**src/verilog/advm_regs.svh**
```systemverilog
// register offsets, field positions, reset values, gain limits and rate codes for the volume stage
//------------------------------------------------------------------------------
// What this block does
// - left mute at D7, resets set, muted
// - left fine gain D6-D4, 0 to -0.4 dB
// - right mute at D3, resets set, muted
// - right fine gain D2-D0, same code table
// - left coarse D6-D0, signed half-dB steps
// - low negative coarse codes clamp to -12 dB
// - right coarse uses same half-dB encoding
// - both coarse fields reset to zero dB
// - coarse D7 reserved, reads zero, ignored
// - coarse volume soft-steps per selected sample rate
//------------------------------------------------------------------------------
`ifndef ADVM_REGS_SVH
`define ADVM_REGS_SVH

`define ADVM_OFS_FINE        8'h52
`define ADVM_OFS_LEFT_VOL    8'h53
`define ADVM_OFS_RIGHT_VOL   8'h54

`define ADVM_RST_FINE        8'h88
`define ADVM_RST_VOL         8'h00

`define ADVM_BIT_LEFT_MUTE   7
`define ADVM_BIT_RIGHT_MUTE  3
`define ADVM_FLD_LEFT_FINE   6:4
`define ADVM_FLD_RIGHT_FINE  2:0
`define ADVM_FLD_VOL         6:0

// coarse limits in half-dB steps
`define ADVM_VOL_MIN         8'shE8
`define ADVM_VOL_MAX         8'sh28

// soft-step rate codes
`define ADVM_STEP_EACH       2'h0
`define ADVM_STEP_EVERY2     2'h1

// unity gain in the Q1.15 multiplier format
`define ADVM_UNITY           16'h8000
// one octave of gain in half-dB steps
`define ADVM_OCTAVE_STEPS    7'h0C

`endif

```
**src/verilog/advm_pkg.sv**
```systemverilog
// types shared by the digital volume and mute stage
package advm_pkg;

	// per-channel control as held in the register file
	typedef struct packed {
		logic       mute;
		logic [2:0] fine;
		logic [6:0] coarse;
	} advm_chan_cfg_s;

	// soft-step rate selection
	typedef enum logic [1:0] {
		ADVM_RATE_EACH   = 2'b00,
		ADVM_RATE_EVERY2 = 2'b01,
		ADVM_RATE_NOW    = 2'b10,
		ADVM_RATE_RSVD   = 2'b11
	} advm_rate_e;

endpackage : advm_pkg

```
**src/verilog/advm_volume.sv**
```systemverilog
// digital fine/coarse volume, soft stepping and mute for a stereo sample path
`timescale 1ns/1ps
`include "advm_regs.svh"

module advm_volume #(
	parameter int SMP_W = 16
) (
	input  wire logic                   i_ref_clk,
	input  wire logic                   i_rstn,
	// register port
	input  wire logic                   i_reg_wr,
	input  wire logic                   i_reg_rd,
	input  wire logic [7:0]             i_reg_addr,
	input  wire logic [7:0]             i_reg_wdata,
	output logic      [7:0]             o_reg_rdata,
	output logic                        o_reg_rvalid,
	// soft-step rate from the neighbouring digital control register
	input  wire advm_pkg::advm_rate_e   i_step_rate,
	// sample path
	input  wire logic                   i_smp_valid,
	input  wire logic signed [SMP_W-1:0] i_smp_left,
	input  wire logic signed [SMP_W-1:0] i_smp_right,
	output logic                        o_smp_valid,
	output logic signed [SMP_W-1:0]     o_smp_left,
	output logic signed [SMP_W-1:0]     o_smp_right,
	output logic                        o_vol_settled
);
	import advm_pkg::*;

	localparam int XW = SMP_W + 24;

	// the gain path works at XW bits: the sample is scaled by whole octaves,
	// then by the half-dB mantissa and the fine factor, each in Q1.15, and
	// only the last step drops back to SMP_W, with saturation

	// sample limits kept at the wide width so the clamp compares signed values
	localparam logic signed [XW-1:0] SAT_HI = XW'({(SMP_W-1){1'b1}});
	localparam logic signed [XW-1:0] SAT_LO = ~SAT_HI;

	//--------------------------------------------------------------------------
	// lookup functions
	//--------------------------------------------------------------------------

	// gain of one half-dB step inside an octave, Q1.15 unsigned
	// twelve half-dB steps are taken as one octave, trading a small error for a shift
	function automatic logic [15:0] step_mant(input logic [3:0] r);
		case (r)
			4'h0:    step_mant = 16'h8000;
			4'h1:    step_mant = 16'h8795;
			4'h2:    step_mant = 16'h8F9E;
			4'h3:    step_mant = 16'h9821;
			4'h4:    step_mant = 16'hA125;
			4'h5:    step_mant = 16'hAAB1;
			4'h6:    step_mant = 16'hB4CE;
			4'h7:    step_mant = 16'hBF85;
			4'h8:    step_mant = 16'hCADE;
			4'h9:    step_mant = 16'hD6E3;
			4'hA:    step_mant = 16'hE39E;
			4'hB:    step_mant = 16'hF11B;
			default: step_mant = `ADVM_UNITY;
		endcase
	endfunction : step_mant

	// fine attenuation in 0.1 dB steps, reserved codes fall back to unity
	// the host must not use the reserved codes; unity keeps a stray write harmless
	function automatic logic [15:0] fine_mant(input logic [2:0] code);
		case (code)
			3'h0:    fine_mant = `ADVM_UNITY;
			3'h1:    fine_mant = 16'h7E89; // -0.1 dB
			3'h2:    fine_mant = 16'h7D16; // -0.2 dB
			3'h3:    fine_mant = 16'h7BA8; // -0.3 dB
			3'h4:    fine_mant = 16'h7A3D; // -0.4 dB
			default: fine_mant = `ADVM_UNITY;
		endcase
	endfunction : fine_mant

	// coarse code to half-dB steps, the far negative codes saturate
	// reserved codes above +20 dB also clamp, which keeps the octave shift in range
	function automatic logic signed [7:0] coarse_steps(input logic [6:0] code);
		logic signed [7:0] v;
		v = {code[6], code};
		if (v < `ADVM_VOL_MIN)
			coarse_steps = `ADVM_VOL_MIN;
		else if (v > `ADVM_VOL_MAX)
			coarse_steps = `ADVM_VOL_MAX;
		else
			coarse_steps = v;
	endfunction : coarse_steps

	// clamp a wide product to the sample range instead of letting it wrap
	function automatic logic signed [SMP_W-1:0] sat_smp(input logic signed [XW-1:0] v);
		if (v > SAT_HI)
			sat_smp = SAT_HI[SMP_W-1:0];
		else if (v < SAT_LO)
			sat_smp = SAT_LO[SMP_W-1:0];
		else
			sat_smp = v[SMP_W-1:0];
	endfunction : sat_smp

	//--------------------------------------------------------------------------
	// register file
	//--------------------------------------------------------------------------

	// stored fields; bit 7 of the coarse registers has no flop at all
	logic [7:0] fine_reg;
	logic [6:0] left_vol;
	logic [6:0] right_vol;

	// host writes; mute bits come out of reset set
	// a write lands at the edge that takes it; unmapped offsets are ignored
	always_ff @(posedge i_ref_clk or negedge i_rstn)
	begin
		if (!i_rstn)
		begin
			fine_reg  <= `ADVM_RST_FINE;
			left_vol  <= 7'(`ADVM_RST_VOL);
			right_vol <= 7'(`ADVM_RST_VOL);
		end
		else if (i_reg_wr)
		begin
			case (i_reg_addr)
				`ADVM_OFS_FINE:      fine_reg  <= i_reg_wdata;
				`ADVM_OFS_LEFT_VOL:  left_vol  <= i_reg_wdata[`ADVM_FLD_VOL];
				`ADVM_OFS_RIGHT_VOL: right_vol <= i_reg_wdata[`ADVM_FLD_VOL];
				default:             ;
			endcase
		end
	end

	// registered read, reserved bit and unmapped offsets read zero
	// read data stands until the next read strobe replaces it
	always_ff @(posedge i_ref_clk or negedge i_rstn)
	begin
		if (!i_rstn)
		begin
			o_reg_rdata  <= 8'h00;
			o_reg_rvalid <= 1'b0;
		end
		else
		begin
			o_reg_rvalid <= i_reg_rd;
			if (i_reg_rd)
			begin
				case (i_reg_addr)
					`ADVM_OFS_FINE:      o_reg_rdata <= fine_reg;
					`ADVM_OFS_LEFT_VOL:  o_reg_rdata <= {1'b0, left_vol};
					`ADVM_OFS_RIGHT_VOL: o_reg_rdata <= {1'b0, right_vol};
					default:             o_reg_rdata <= 8'h00;
				endcase
			end
		end
	end

	// index 0 is the left channel, index 1 the right
	advm_chan_cfg_s cfg [2];

	// split the registers into per-channel control
	// mute and fine gain reach the path at once; only the coarse level steps
	always_comb
	begin
		cfg[0].mute   = fine_reg[`ADVM_BIT_LEFT_MUTE];
		cfg[0].fine   = fine_reg[`ADVM_FLD_LEFT_FINE];
		cfg[0].coarse = left_vol;
		cfg[1].mute   = fine_reg[`ADVM_BIT_RIGHT_MUTE];
		cfg[1].fine   = fine_reg[`ADVM_FLD_RIGHT_FINE];
		cfg[1].coarse = right_vol;
	end

	//--------------------------------------------------------------------------
	// soft-step pacing
	//--------------------------------------------------------------------------

	logic half_phase;
	logic step_en;

	// every-other-sample phase for the slow rate
	// the phase runs on every strobe whatever the rate, so the first slow
	// step lands on the first or the second strobe after a rate change
	always_ff @(posedge i_ref_clk or negedge i_rstn)
	begin
		if (!i_rstn)
			half_phase <= 1'b0;
		else if (i_smp_valid)
			half_phase <= ~half_phase;
	end

	// one step per sample, per two samples, or jump at once
	// immediate codes never raise the enable; the walk jumps straight away
	always_comb
	begin
		case (i_step_rate)
			ADVM_RATE_EACH:   step_en = i_smp_valid;
			ADVM_RATE_EVERY2: step_en = i_smp_valid & half_phase;
			default:          step_en = 1'b0;
		endcase
	end

	//--------------------------------------------------------------------------
	// per-channel gain
	//--------------------------------------------------------------------------

	// per-channel views of the sample path, index 0 left
	logic signed [SMP_W-1:0] in_smp  [2];
	logic signed [SMP_W-1:0] out_smp [2];
	logic                    settled [2];

	assign in_smp[0] = i_smp_left;
	assign in_smp[1] = i_smp_right;

	genvar ch;
	generate
		for (ch = 0; ch < 2; ch++)
		begin : g_chan
			logic signed [7:0]   cur_steps;
			logic signed [7:0]   tgt_steps;
			logic signed [7:0]   next_steps;
			logic [6:0]          idx;
			logic [2:0]          octave;
			logic [3:0]          frac;
			logic signed [XW-1:0] p_coarse;
			logic signed [XW-1:0] p_fine;
			logic signed [XW-1:0] p_shift;
			logic signed [XW-1:0] p_out;
			logic signed [SMP_W-1:0] next_out;

			assign tgt_steps = coarse_steps(cfg[ch].coarse);

			// walk the applied level one half-dB step toward the target
			// a reserved rate code is treated as an immediate change
			always_comb
			begin
				next_steps = cur_steps;
				if (i_step_rate == ADVM_RATE_NOW || i_step_rate == ADVM_RATE_RSVD)
					next_steps = tgt_steps;
				else if (step_en && cur_steps < tgt_steps)
					next_steps = cur_steps + 8'sh01;
				else if (step_en && cur_steps > tgt_steps)
					next_steps = cur_steps - 8'sh01;
			end

			// applied level, starts at 0 dB like the coarse registers
			always_ff @(posedge i_ref_clk or negedge i_rstn)
			begin
				if (!i_rstn)
					cur_steps <= 8'sh00;
				else
					cur_steps <= next_steps;
			end

			// split the level into whole octaves and half-dB steps within one
			// counted from -12 dB, so the index is never negative
			always_comb
			begin
				idx    = 7'(cur_steps - `ADVM_VOL_MIN);
				octave = 3'(idx / `ADVM_OCTAVE_STEPS);
				frac   = 4'(idx % `ADVM_OCTAVE_STEPS);
			end

			// coarse and fine gains multiply, so their dB values add; the octave
			// shift comes first so that no later truncation gets magnified by it
			always_comb
			begin
				p_shift  = XW'(in_smp[ch]) <<< octave;
				p_coarse = (p_shift * $signed({1'b0, step_mant(frac)})) >>> 15;
				p_fine   = (p_coarse * $signed({1'b0, fine_mant(cfg[ch].fine)})) >>> 15;
				p_out    = p_fine >>> 2; // -12 dB sits two octaves below unity
				next_out = sat_smp(p_out);
			end

			// mute acts on the very next strobe and is not soft-stepped;
			// between strobes the last sample stands
			always_ff @(posedge i_ref_clk or negedge i_rstn)
			begin
				if (!i_rstn)
					out_smp[ch] <= '0;
				else if (i_smp_valid)
					out_smp[ch] <= cfg[ch].mute ? '0 : next_out;
			end

			// low from the cycle after a new target is written until it is reached
			assign settled[ch] = (cur_steps == tgt_steps);
		end
	endgenerate

	//--------------------------------------------------------------------------
	// outputs
	//--------------------------------------------------------------------------

	// one-cycle latency from sample in to sample out
	// the valid pulse follows the strobe even for a muted channel
	always_ff @(posedge i_ref_clk or negedge i_rstn)
	begin
		if (!i_rstn)
			o_smp_valid <= 1'b0;
		else
			o_smp_valid <= i_smp_valid;
	end

	assign o_smp_left    = out_smp[0];
	assign o_smp_right   = out_smp[1];
	assign o_vol_settled = settled[0] & settled[1];

endmodule : advm_volume

```
**config.mk**
```make
export PLATFORM = sky130hd
export DESIGN_NAME = advm_volume
export DESIGN_NICKNAME = d
export VERILOG_FILES = /design/src/verilog/advm_pkg.sv /design/src/verilog/advm_volume.sv
export VERILOG_INCLUDE_DIRS = /design/src /design/src/verilog
export SDC_FILE = /design/constraint.sdc
export NUM_CORES = 2
export LEC_CHECK = 0
export ABC_AREA = 1
export BUFFER_PORTS_ARGS = -buffer_cell sky130_fd_sc_hd__buf_2
export CAP_MARGIN = 20
export CORE_MARGIN = 8
export CORE_UTILIZATION = 40
export DETAILED_ROUTE_END_ITERATION = 7
export GPL_ROUTABILITY_DRIVEN = 0
export PLACE_DENSITY = 0.59
export SLEW_MARGIN = 20
export SYNTH_ARGS = -nofsm -noshare
export SYNTH_HDL_FRONTEND = slang
export SYNTH_SLANG_ARGS = --single-unit
```
**constraint.sdc**
```tcl
create_clock -name i_ref_clk -period 36.5 [get_ports i_ref_clk]
set_clock_uncertainty 0.1 [all_clocks]
set_input_delay 5.475 -clock i_ref_clk [delete_from_list [all_inputs] [get_ports i_ref_clk]]
set_output_delay 5.475 -clock i_ref_clk [all_outputs]
set_load 0.005 [all_outputs]
```
==> results.sh <==
export IMPL_hold_path_class="register to register"
export IMPL_drive_gt1_share_pct=3.996
export IMPL_rows=142
export IMPL_antenna_found_initial=3
export IMPL_die_y_um=403.6
export IMPL_grt_total_usage_pct=21.95
export IMPL_port_buffers=97
export IMPL_hold_path_cell_count=1
export IMPL_setup_viol=0
export IMPL_synth_fa_ha_area_share_pct=55.60
export IMPL_root_buffer="clkbuf_16"
export IMPL_tns_ns=0
export IMPL_rsz0062_at_grt="no"
export IMPL_die_x_um=403.6
export IMPL_drc=0
export IMPL_final_hold_viol_count=0
export IMPL_crit_type="input pin to register"
export IMPL_via_count=48610
export IMPL_synthTopCellsByCount="inv_1, nand2_1, fa_1"
export IMPL_insertion_delay_ns=0.41
export IMPL_drv_cap=0
export IMPL_nets=9634
export IMPL_maxSlewHeadroom_pct=22.35
export IMPL_fmax_mhz=52.00
export IMPL_min_period_over_period_pct=52.69
export IMPL_post_cts_buffers=0
export IMPL_yosys_area_top_type="fa_1"
export IMPL_vias_per_cell=4.986
export IMPL_synth_top_family_by_area="adder cells"
export IMPL_core_area_um2=149600
export IMPL_ys_ff_latch=81
export IMPL_worstPathArrival_ns=19.48
export IMPL_cts_max_path_buffers=2
export IMPL_totalWireLength_mm=173.1
export IMPL_die_area_um2=162900
export IMPL_worst_pin_slew_ns=1.156
export IMPL_synth_top_area_share_pct=45.44
export IMPL_cts_resized_gates=0
export IMPL_synth_main_ff_cell="dfrtp_1"
export IMPL_synth_edf_count=0
export IMPL_crit_buf_inv=9
export IMPL_final_cells=9749
export IMPL_synthSimpleGateAreaFrac_pct=19.39
export IMPL_clk_pin_slew_ns=0.08
export IMPL_start_util_pct=40.17
export IMPL_worstPathMaxFanout=15
export IMPL_grt_pass1_wl_mm=286.5
export IMPL_period_minus_slack_ns=19.23
export IMPL_nFillCells=15470
export IMPL_dp_hpwl_mm=148.6
export IMPL_syn_inst=7778
export IMPL_placed_cell_area_um2=62450
export IMPL_place_inst=9730
export IMPL_worstSetupEndpointType="register"
export IMPL_postRouteAntennaNets=0
export IMPL_tritoncts="yes"
export IMPL_slew_viol_final=0
export IMPL_reg2reg_depth=63
export IMPL_first_pass_iters=6
export IMPL_wl_per_cell_um=17.76
export IMPL_syn_area_per_cell_um2=7.726
export IMPL_synth_area_leaders="fa_1, inv_1, ha_1, nand2_1, nor2_1"
export IMPL_slowest_delay_ns=0.62
export IMPL_worst_path_stages=50
export IMPL_slowest_stage="xor2_1"
export IMPL_gr_total_overflow=0
export IMPL_grt_max_degree=66
export IMPL_critPathRequiredTime_ns=36.75
export IMPL_area_delta_synth_final_pct=4.499
export IMPL_numCtsBuffers=9
export IMPL_postCtsHoldBufs=0
export IMPL_h_tree_depth=3
export IMPL_status="complete, no violations"
export IMPL_async_flop_share_pct=100.0
export IMPL_syn_area_um2=60100
export IMPL_ioPinCount=98
export IMPL_synthMuxAreaShare_pct=0
export IMPL_synth_distinct_cells=59
export IMPL_clock_sinks=81
export IMPL_design_area_um2=62800
export IMPL_regToRegSetupSlack_ns=20.01
export IMPL_yosys_warnings=0
export IMPL_yosys_cell_count_top_type="inv_1"
export IMPL_seq_area_frac_synth_pct=3.377
export IMPL_cpMostUsedCell="nand2_1"
export IMPL_grt_pass1_vias=53770
export IMPL_worstSetupStartpointType="input pin"
export IMPL_synth_compound_area_share_pct=4.757
export IMPL_crit_family="adder cells"
export IMPL_drtIter0Drc=3546
export IMPL_synth_xor_area_share_pct=1.516
## final timing paths
kind	startpoint	end
worst min register to register	half_phase$_DFFE_PN0P_	half_phase$_DFFE_PN0P_
worst max register to register	g_chan[0].cur_steps[3]$_DFFE_PN0P_	o_smp_left[7]$_DFFE_PN0P_
min in group asynchronous	i_rstn	o_smp_left[1]$_DFFE_PN0P_
worst min-delay path	half_phase$_DFFE_PN0P_	half_phase$_DFFE_PN0P_
max in group asynchronous	i_rstn	fine_reg[7]$_DFFE_PN1P_
worst max-delay path	i_smp_left[15]	o_smp_left[7]$_DFFE_PN0P_
## worst reg2reg max path, delay by kind of cell (launching register included)
kind / cells / cell delay, ns
compound gates: 3 / 0.64
xor+xnor: 2 / 0.83
fa+ha+maj: 15 / 7.30
buf+inv: 13 / 2.19
flops: 1 / 0.54
simple gates: 30 / 4.86
## cell usage in the layout (no fill, tap or decap), drive strengths merged, types with 67 or more instances in the layout
| cell | n |
|---|---|
| a21oi | 195 |
| fa | 1364 |
| nor2 | 853 |
| xor2 | 67 |
| nand2 | 1507 |
| o21ai | 187 |
| nand3 | 371 |
| buf | 146 |
| ha | 488 |
| dfrtp | 79 |
| inv | 2176 |
## stage by stage
stage | hold slack (ns) | util (%) | worst slack, ns
after detailed placement | 0.3576 | 41.75 | 16.94
after CTS | 0.3717 | 41.95 | 17.40
after floorplan | 0.3365 | - | 19.81
after global routing | 0.4010 | 41.98 | 16.30
after global placement | 0.3547 | 41.75 | 16.91
final | 0.3674 | 41.98 | 17.27
## cell families after synthesis
family	count (synthesis)
buffers and inverters	2393
AOI/OAI and AO/OA	501
DFF	81
adders and majority gates	1852
other	2
xor gates and xnor gates	104
and+or+nand+nor	2845
## area by class of cell
cell class,instances,area [um2],area share [%]
Tap cell,2016,2522,4.017
Timing Repair Buffer,146,883.3,1.407
Clock buffer,10,229.0,0.3646
Inverter,2183,8194,13.05
Antenna cell,1,2.502,0.003985
Sequential cell,81,2029,3.232
Multi-Input combinational cell,5306,48870,77.82
Clock inverter,6,67.56,0.1076
## metal layers
metal | share of wire [%] | GRT usage, % | vias up
met4 | 4.2 | 8.185 | 0
met5 | 0 | 0 | -
met2 | 50 | 39.39 | 1518
met3 | 5.4 | 2.216 | 327
li1 | - | - | 22480
met1 | 41 | 27.29 | 24290
Power is left out: the tool's default activity adds up to more than one toggle a clock period on the data nets, which glitch-free logic cannot reach.
